`src/fem_regs.svh`:
```
// constants for the framing error and mode control block
`ifndef FEM_REGS_SVH
`define FEM_REGS_SVH
`define FEM_CODE_W         3
`define FEM_CODE_NONE      3'h0
`define FEM_CODE_LOST      3'h1
`define FEM_CODE_CRC       3'h2
`define FEM_CODE_MARKER    3'h3
`define FEM_CODE_BADSETUP  3'h4
`define FEM_SEG_W          16
`endif

```
`src/fem_pkg.sv`:
```
// types shared by both ends of the framing error and mode control link
package fem_pkg;
   typedef enum logic [1:0]
   {
      FEM_STREAMING = 2'b00,
      FEM_FRAMED    = 2'b01,
      FEM_HALTED    = 2'b10,
      FEM_CLOSED    = 2'b11
   } fem_state_t;
endpackage

```
`src/fem_link_if.sv`:
```
// link between framing device and upper placement layer
`timescale 1ns/1ps
`default_nettype none
`include "fem_regs.svh"
interface fem_link_if;
   // device to upper layer
   logic                    errValid;
   logic [`FEM_CODE_W-1:0]  errCode;
   logic                    fpduValid;
   logic [`FEM_SEG_W-1:0]   fpduData;
   logic                    gracefulClose;
   logic                    rxHalted;
   logic                    txReady;
   logic                    framedMode;
   // upper layer to device
   logic                    enableFramed;
   logic                    isResponder;
   logic                    lastStreamValid;
   logic [`FEM_SEG_W-1:0]   lastStreamData;
   logic                    closeRxHalf;
   logic                    closeTxHalf;
   logic                    txValid;
   logic [`FEM_SEG_W-1:0]   txData;

   modport device (output errValid, errCode, fpduValid, fpduData, gracefulClose, rxHalted, txReady, framedMode,
                   input enableFramed, isResponder, lastStreamValid, lastStreamData, closeRxHalf, closeTxHalf,
                   txValid, txData);
   modport upper  (input errValid, errCode, fpduValid, fpduData, gracefulClose, rxHalted, txReady, framedMode,
                   output enableFramed, isResponder, lastStreamValid, lastStreamData, closeRxHalf, closeTxHalf,
                   txValid, txData);
endinterface
`default_nettype wire

```
`src/fem_err_prio.sv`:
```
// priority encoder picking one error code from the detected conditions
`timescale 1ns/1ps
`default_nettype none
`include "fem_regs.svh"
module fem_err_prio
   import fem_pkg::*;
(
   // detected conditions
   input  wire logic                   lost,
   input  wire logic                   badSetup,
   input  wire logic                   crcBad,
   input  wire logic                   markerBad,
   input  wire logic                   dropOpt,
   // chosen report
   output logic                        report,
   output logic [`FEM_CODE_W-1:0]      code
);
   // connection-ending errors win; dropped segments report nothing
   always_comb
   begin
      report = 1'b0;
      code   = `FEM_CODE_NONE;
      if (lost)
      begin
         report = 1'b1;
         code   = `FEM_CODE_LOST;
      end
      else if (badSetup)
      begin
         report = 1'b1;
         code   = `FEM_CODE_BADSETUP;
      end
      else if (crcBad && !dropOpt)
      begin
         report = 1'b1;
         code   = `FEM_CODE_CRC;
      end
      else if (markerBad && !dropOpt)
      begin
         report = 1'b1;
         code   = `FEM_CODE_MARKER;
      end
   end
endmodule
`default_nettype wire

```
`src/fem_device.sv`:
```
// framing device end: error detection, receive halt and mode control
// ----------------------------------------------------------------
// What this block does
// - tcp loss events report code 1
// - crc mismatch reports code 2
// - valid crc, marker start mismatch reports code 3
// - check markers on gap fill or revisit
// - in-order or extra markers may skip check
// - bad setup frame reports 4, closes tcp
// - upper layer treats code 4 as 1
// - optional silent drop of crc/marker errors
// - no fpdu delivery after any reported error
// - crc/marker errors leave tcp open
// - transmit half stays usable after crc/marker error
// - each half ends when upper closes it
// - indicate graceful close upward
// - detect errors and pass numeric code
// - unvalidated data at boundary reports error
// - upper enables framed mode when streaming done
// - responder enters framed, sends last stream
// - initiator receives last stream before framing
// - responder enable may carry last stream message
// - keep tcp recovery across mode switch
// ----------------------------------------------------------------
`timescale 1ns/1ps
`default_nettype none
`include "fem_regs.svh"
module fem_device
   import fem_pkg::*;
#(
   parameter bit SILENT_DROP = 1'b0
)
(
   // clock and reset
   input  wire logic                  clk,
   input  wire logic                  reset,
   // link to upper layer
   fem_link_if.device                 link,
   // tcp side receive events
   input  wire logic                  tcpTimeout,
   input  wire logic                  tcpRetriesOut,
   input  wire logic                  tcpRstRx,
   input  wire logic                  tcpFinRx,
   input  wire logic                  segValid,
   input  wire logic [`FEM_SEG_W-1:0] segData,
   input  wire logic                  segInOrder,
   input  wire logic                  segGapFill,
   input  wire logic                  segCrcOk,
   input  wire logic                  segFormatOk,
   input  wire logic                  markersOn,
   input  wire logic                  markerHit,
   input  wire logic                  markerRevisit,
   input  wire logic [`FEM_SEG_W-1:0] markerStart,
   input  wire logic [`FEM_SEG_W-1:0] lengthStart,
   input  wire logic                  setupFrameValid,
   input  wire logic                  setupFrameOk,
   // tcp side controls
   output logic                       tcpClose,
   output logic                       tcpTxValid,
   output logic [`FEM_SEG_W-1:0]      tcpTxData,
   output logic                       tcpTxHalfClose
);
   // ----------------------------------------------------------------
   // error detection
   // ----------------------------------------------------------------
   fem_state_t              rxState_reg;
   logic                    txOpen_reg;
   logic                    lostEvt;
   logic                    badSetup;
   logic                    crcBad;
   logic                    markerBad;
   logic                    doCheck;
   logic                    report;
   logic [`FEM_CODE_W-1:0]  code;
   logic                    rxLive;

   assign rxLive   = (rxState_reg == FEM_FRAMED);
   assign lostEvt  = (tcpTimeout | tcpRetriesOut | tcpRstRx | tcpFinRx) &&
                     rxState_reg != FEM_CLOSED;
   assign badSetup = setupFrameValid && !setupFrameOk && rxState_reg != FEM_CLOSED;
   // unformatted data at the boundary counts as a crc failure
   assign crcBad   = rxLive && segValid && (!segCrcOk || !segFormatOk);
   // in-order marker hits skip the compare unless gap fill or revisit; cheap and allowed
   assign doCheck  = (segGapFill || markerRevisit || (markerHit && !segInOrder));
   assign markerBad = rxLive && segValid && segCrcOk && segFormatOk && markersOn &&
                      doCheck && (markerStart != lengthStart);

   fem_err_prio uPrio
   (
      .lost      (lostEvt),
      .badSetup  (badSetup),
      .crcBad    (crcBad),
      .markerBad (markerBad),
      .dropOpt   (SILENT_DROP),
      .report    (report),
      .code      (code)
   );

   // ----------------------------------------------------------------
   // error report strobe
   // ----------------------------------------------------------------
   always_ff @(posedge clk)
   begin
      if (reset)
      begin
         link.errValid <= 1'b0;
         link.errCode  <= `FEM_CODE_NONE;
      end
      else
      begin
         link.errValid <= report;
         if (report)
            link.errCode <= code;
      end
   end

   // ----------------------------------------------------------------
   // receive half state
   // ----------------------------------------------------------------
   always_ff @(posedge clk)
   begin
      if (reset)
         rxState_reg <= FEM_STREAMING;
      else
      begin
         unique case (rxState_reg)
            FEM_STREAMING:
            begin
               if (report)
                  rxState_reg <= FEM_HALTED;
               else if (link.enableFramed)
                  rxState_reg <= FEM_FRAMED;
            end
            FEM_FRAMED:
            begin
               if (link.closeRxHalf)
                  rxState_reg <= FEM_CLOSED;
               else if (report)
                  rxState_reg <= FEM_HALTED;
            end
            FEM_HALTED:
            begin
               if (link.closeRxHalf)
                  rxState_reg <= FEM_CLOSED;
            end
            FEM_CLOSED:
               rxState_reg <= FEM_CLOSED;
         endcase
      end
   end

   always_ff @(posedge clk)
   begin
      if (reset)
      begin
         link.rxHalted   <= 1'b0;
         link.framedMode <= 1'b0;
      end
      else
      begin
         link.rxHalted   <= (rxState_reg == FEM_HALTED) || report;
         link.framedMode <= (rxState_reg == FEM_FRAMED) || (rxState_reg == FEM_STREAMING && link.enableFramed);
      end
   end

   // ----------------------------------------------------------------
   // fpdu delivery
   // ----------------------------------------------------------------
   // tcp below already reorders and retransmits; this only gates delivery
   always_ff @(posedge clk)
   begin
      if (reset)
      begin
         link.fpduValid <= 1'b0;
         link.fpduData  <= '0;
      end
      else
      begin
         link.fpduValid <= rxLive && segValid && !report && !crcBad && !markerBad;
         if (segValid)
            link.fpduData <= segData;
      end
   end

   // ----------------------------------------------------------------
   // graceful close and tcp close
   // ----------------------------------------------------------------
   always_ff @(posedge clk)
   begin
      if (reset)
      begin
         link.gracefulClose <= 1'b0;
         tcpClose           <= 1'b0;
      end
      else
      begin
         link.gracefulClose <= tcpFinRx;
         // crc and marker errors never close the connection
         tcpClose <= badSetup || (link.closeRxHalf && link.closeTxHalf);
      end
   end

   // ----------------------------------------------------------------
   // transmit half
   // ----------------------------------------------------------------
   always_ff @(posedge clk)
   begin
      if (reset)
         txOpen_reg <= 1'b1;
      else if (link.closeTxHalf || badSetup || lostEvt)
         txOpen_reg <= 1'b0;
   end

   always_ff @(posedge clk)
   begin
      if (reset)
      begin
         tcpTxValid     <= 1'b0;
         tcpTxData      <= '0;
         tcpTxHalfClose <= 1'b0;
         link.txReady   <= 1'b0;
      end
      else
      begin
         // crc and marker errors leave transmit alone so diagnostics still go out; loss and bad setup close it
         link.txReady   <= txOpen_reg && !link.closeTxHalf;
         tcpTxHalfClose <= link.closeTxHalf && txOpen_reg;
         if (rxState_reg == FEM_STREAMING && link.enableFramed && link.isResponder && link.lastStreamValid)
         begin
            tcpTxValid <= txOpen_reg;
            tcpTxData  <= link.lastStreamData;
         end
         else
         begin
            tcpTxValid <= txOpen_reg && link.txValid;
            tcpTxData  <= link.txData;
         end
      end
   end
endmodule
`default_nettype wire

```
`src/flat_wrapper.sv`:
```
// flat-port wrapper written by rule: the top's interface ports become plain ports
module fem_device_flat import fem_pkg::*;
#(
   parameter bit SILENT_DROP = 1'b0
)
  (clk, reset, tcpTimeout, tcpRetriesOut, tcpRstRx, tcpFinRx, segValid, segData, segInOrder, segGapFill, segCrcOk, segFormatOk, markersOn, markerHit, markerRevisit, markerStart, lengthStart, setupFrameValid, setupFrameOk, tcpClose, tcpTxValid, tcpTxData, tcpTxHalfClose, link_errValid, link_errCode, link_fpduValid, link_fpduData, link_gracefulClose, link_rxHalted, link_txReady, link_framedMode, link_enableFramed, link_isResponder, link_lastStreamValid, link_lastStreamData, link_closeRxHalf, link_closeTxHalf, link_txValid, link_txData);
  fem_link_if link_i ();
  input  wire logic clk;
  input  wire logic reset;
  input  wire logic tcpTimeout;
  input  wire logic tcpRetriesOut;
  input  wire logic tcpRstRx;
  input  wire logic tcpFinRx;
  input  wire logic segValid;
  input  wire logic [`FEM_SEG_W-1:0] segData;
  input  wire logic segInOrder;
  input  wire logic segGapFill;
  input  wire logic segCrcOk;
  input  wire logic segFormatOk;
  input  wire logic markersOn;
  input  wire logic markerHit;
  input  wire logic markerRevisit;
  input  wire logic [`FEM_SEG_W-1:0] markerStart;
  input  wire logic [`FEM_SEG_W-1:0] lengthStart;
  input  wire logic setupFrameValid;
  input  wire logic setupFrameOk;
  output logic tcpClose;
  output logic tcpTxValid;
  output logic [`FEM_SEG_W-1:0] tcpTxData;
  output logic tcpTxHalfClose;
  output wire logic [$bits(link_i.errValid)-1:0] link_errValid;
  output wire logic [$bits(link_i.errCode)-1:0] link_errCode;
  output wire logic [$bits(link_i.fpduValid)-1:0] link_fpduValid;
  output wire logic [$bits(link_i.fpduData)-1:0] link_fpduData;
  output wire logic [$bits(link_i.gracefulClose)-1:0] link_gracefulClose;
  output wire logic [$bits(link_i.rxHalted)-1:0] link_rxHalted;
  output wire logic [$bits(link_i.txReady)-1:0] link_txReady;
  output wire logic [$bits(link_i.framedMode)-1:0] link_framedMode;
  input wire logic [$bits(link_i.enableFramed)-1:0] link_enableFramed;
  input wire logic [$bits(link_i.isResponder)-1:0] link_isResponder;
  input wire logic [$bits(link_i.lastStreamValid)-1:0] link_lastStreamValid;
  input wire logic [$bits(link_i.lastStreamData)-1:0] link_lastStreamData;
  input wire logic [$bits(link_i.closeRxHalf)-1:0] link_closeRxHalf;
  input wire logic [$bits(link_i.closeTxHalf)-1:0] link_closeTxHalf;
  input wire logic [$bits(link_i.txValid)-1:0] link_txValid;
  input wire logic [$bits(link_i.txData)-1:0] link_txData;
  assign link_errValid = link_i.errValid;
  assign link_errCode = link_i.errCode;
  assign link_fpduValid = link_i.fpduValid;
  assign link_fpduData = link_i.fpduData;
  assign link_gracefulClose = link_i.gracefulClose;
  assign link_rxHalted = link_i.rxHalted;
  assign link_txReady = link_i.txReady;
  assign link_framedMode = link_i.framedMode;
  assign link_i.enableFramed = link_enableFramed;
  assign link_i.isResponder = link_isResponder;
  assign link_i.lastStreamValid = link_lastStreamValid;
  assign link_i.lastStreamData = link_lastStreamData;
  assign link_i.closeRxHalf = link_closeRxHalf;
  assign link_i.closeTxHalf = link_closeTxHalf;
  assign link_i.txValid = link_txValid;
  assign link_i.txData = link_txData;
  fem_device #(.SILENT_DROP(SILENT_DROP)) u_core (.clk(clk), .reset(reset), .link(link_i), .tcpTimeout(tcpTimeout), .tcpRetriesOut(tcpRetriesOut), .tcpRstRx(tcpRstRx), .tcpFinRx(tcpFinRx), .segValid(segValid), .segData(segData), .segInOrder(segInOrder), .segGapFill(segGapFill), .segCrcOk(segCrcOk), .segFormatOk(segFormatOk), .markersOn(markersOn), .markerHit(markerHit), .markerRevisit(markerRevisit), .markerStart(markerStart), .lengthStart(lengthStart), .setupFrameValid(setupFrameValid), .setupFrameOk(setupFrameOk), .tcpClose(tcpClose), .tcpTxValid(tcpTxValid), .tcpTxData(tcpTxData), .tcpTxHalfClose(tcpTxHalfClose));
endmodule
```
`config.mk`:
```
export PLATFORM = sky130hd
export DESIGN_NAME = fem_device_flat
export DESIGN_NICKNAME = d
export VERILOG_FILES = /design/src/fem_pkg.sv /design/src/fem_link_if.sv /design/src/fem_err_prio.sv /design/src/fem_device.sv /design/src/flat_wrapper.sv
export VERILOG_INCLUDE_DIRS = /design/src
export SDC_FILE = /design/constraint.sdc
export NUM_CORES = 1
export LEC_CHECK = 0
export ABC_CLOCK_PERIOD_IN_PS = 4400
export BUFFER_PORTS_ARGS = -buffer_cell sky130_fd_sc_hd__buf_2
export CAP_MARGIN = 10
export CORE_ASPECT_RATIO = 0.75
export CORE_UTILIZATION = 43
export CTS_BUF_LIST = sky130_fd_sc_hd__clkbuf_16
export DETAILED_ROUTE_END_ITERATION = 7
export PLACE_DENSITY = 0.86
export SYNTH_ARGS = -nofsm -noshare
export SYNTH_HDL_FRONTEND = slang
export SYNTH_HIERARCHICAL = 1
export SYNTH_SLANG_ARGS = --single-unit
export TNS_END_PERCENT = 1
```
`constraint.sdc`:
```
create_clock -name clk -period 4.4 [get_ports clk]
set_clock_uncertainty 0.1 [all_clocks]
set_input_delay 0 -clock clk [delete_from_list [all_inputs] [get_ports clk]]
set_output_delay 0 -clock clk [all_outputs]
set_load 0.02 [all_outputs]
```
==> results by group <==
Run status
  – Status: finished, final reports clean

Logic synthesis
  – Synth top area cells: dfxtp_1 (48%), mux2i_1 (9.7%), nand2_1 (7.3%)
  – Count of state elements after synthesis: 47
  – Area share of the largest cell type after synthesis: 48.1%
  – Mapped cell area: 0.00195 mm²
  – Ys Warns: 6
  – Synth area leader: dfxtp_1
  – Synth cell types: 29
  – Avg Synthesized Cell Area: 9.09 µm²
  – Gate Count Post-Synth: 215
  – Sequential cell area fraction in the yosys report: around 48%

GRT
  – Pin count of the biggest net entering global routing: 47
  – Vias in the first global route: approximately 2300
  – GRT busiest layer: met2
  – Grt ovf: 0
  – Gr usage total: 27.2%
  – Initial antenna violation count: 0
  – Met1 Usage GRT: 27.2%
  – Met3 usage: roughly 7.8%
  – First-pass GRT wire length: 9930 µm
  – Met2 GRT Util: 53.7%

Die
  – Die area: 0.00482 mm²
  – Area of the core: 0.00420 mm²
  – I/O pins: ~150
  – Die width: between 70 and 80 µm
  – Initial Util: 46.5%
  – Die H: 60.4 µm
  – Row Count: 20

Run
  – Max-cap violations: 0

Cells and area
  – Fin nets: 513
  – Layout cells sized above 1: between 30% and 40%
  – Biggest registers after layout: u_core/link.fpduData x16, u_core/tcpTxData x16, u_core/link.errCode x3
  – Area growth, synth to finish: 72.9%
  – Ant diodes: 0

Clock tree
  – CTS Root Cell: clkbuf_16
  – Clk buf depth: 2
  – Num Clock Sinks: 47
  – Clock transition at path regs: 0.06 ns
  – H-tree levels: 2
  – CTS tree: done
  – Clock Latency Late Sink: 0.27 ns
  – # Post-CTS Setup Buffers: 0
  – TritonCTS Buffers: 5

Critical path
  – Crit path DAT: roughly 2.6 ns
  – CP required: 4.46 ns
  – CP startpoint kind: flip-flop
  – Largest fanout on the critical path: 8
  – Setup CP Type: flip-flop to flip-flop
  – CP Capture Type: flip-flop

Power and ir drop
  – Leakage: 1.74 nW
  – Power Density: 307 mW/mm²
  – VDD IR max: between 0.2 and 0.3 mV

Detailed routing
  – Final ANT Viol Nets: 0
  – Routed vias: 2267
  – Starting DRC count in detailed routing: 32
  – Wire per inst: approximately 14 µm
  – Avg Vias per Cell: slightly below 5
  – Drt drc: 0
  – Routed WL: around 6600 µm
  – Pre-antenna DRT Iters: 4

STA
  – Min setup slack post-route: 1.89 ns
  – Final max-slew violation count: 0
  – Slew margin rel.: 38.1%
  – RSZ-0062 raised after global routing: false
  – Setup TNS: 0 ns
  – Maximum clock rate: 399 MHz
  – Final setup fails: 0
  – Worst slew pin tran: 0.929 ns
  – Final Hold Viols: 0
  – Fin crit period: approximately 2.5 ns
  – Fin crit share: 57.0%

Placed design
  – Routability cong.: 0.794
  – # port buffers: roughly 150
  – Dpl ws: 2.42 ns
  – DP Wirelength: 3830 µm

Worst hold path
  – Worst Hold Class: primary input to flip-flop
[placed cells by master (no fill, tap or decap), types with 4 or more instances in the layout]
master and count:
dfxtp_1 47, dlygate4sd3_1 56, nor3_1 4, a21oi_2 10, buf_2 145, xnor2_1 16, nand4_1 5, mux2i_1 19
nor2b_1 4, nand2_1 38, nor2_1 26, inv_1 5, clkbuf_16 5, a21oi_1 12
[kinds of logic after synthesis]
| group | after synthesis | synth area share, % |
|---|---|---|
| buf+inv | 17 | 4.61 |
| mux | 19 | 9.73 |
| simple gates | 87 | 20.4 |
| compound gates | 28 | 9.80 |
| xor+xnor | 16 | 7.17 |
| flops | 47 | 48.1 |
| other cells | 1 | 0.192 |
[worst max-delay path, stage by stage (launching register included)]
cell and delay, ns:
dfxtp_1 0.49, nand3b_1 0.17, nor4_1 0.39, o21bai_1 0.15, nand2_1 0.27, nor2_1 0.09
o211a_1 0.16, dlygate4sd3_1 0.56
[worst paths after layout]
path | startpoint | slack [ns] | cells after the start | to
max | u_core/rxState_reg[0] | 1.89 | 7 | u_core/link.fpduValid
min | setupFrameValid | 0.03 | 4 | u_core/txOpen_reg
max reg2reg | u_core/rxState_reg[0] | 1.89 | 7 | u_core/link.fpduValid
min reg2reg | u_core/txOpen_reg | 0.38 | 1 | u_core/tcpTxHalfClose
[per-stage QoR]
step / power [W] / util [%] / area, µm² / instances / hold slack [ns]
2_1_floorplan: 0.000566 / - / 1960 / 216 / -0.0116
3_3_place_gp: 0.000637 / 63.7 / 2680 / 403 / 0.114
3_5_place_dp: 0.000642 / 63.7 / 2680 / 403 / 0.118
4_1_cts: 0.00103 / 80.4 / 3380 / 467 / 0.0235
5_1_grt: 0.00108 / 80.4 / 3380 / 467 / 0.102
6_report: 0.00104 / 80.4 / 3380 / 467 / 0.0338
[timing repair]
item                                   4_1_cts  5_1_grt
endpoints found under the hold margin       42        0
resized for setup                            0        0
hold buffers                                56        0
[per-layer routing]
layer	part of all wire, %	wire [µm]	vias up
met3	8.0	527	22
met5	0	0	-
met2	52	3380	109
met4	2.7	179	0
li1	-	-	1100
met1	38	2460	1036
[final cells by class]
class	instances	area, µm²
clock buffer	5	125
clock inverter	3	16.3
fill	285	825
inverter	4	15.0
multi-input combinational	152	927
sequential	47	941
tap	55	68.8
timing repair buffer	201	1290
[cell usage after synthesis, drive strengths merged]
cell type / instances
nor2: 27
o21ai: 2
nand4: 5
and3: 1
nor2b: 4
nor3: 4
xnor2: 16
conb: 1
o211a: 1
clkbuf: 3
a211o: 1
nand2: 38
a21oi: 22
or2: 1
nor4b: 1
o21bai: 1
nor4: 3
and4: 1
mux2i: 19
nand3b: 2
buf: 10
inv: 4
dfxtp: 47
o31ai: 1
[power breakdown]
group          switching, W  total [W]  internal, W
logic              0.000105   0.000218     0.000113
clock network      0.000149   0.000356     0.000207
registers         0.0000113   0.000462     0.000450
total              0.000266    0.00104     0.000770
No activity file was read; power rests on OpenSTA's default activity.
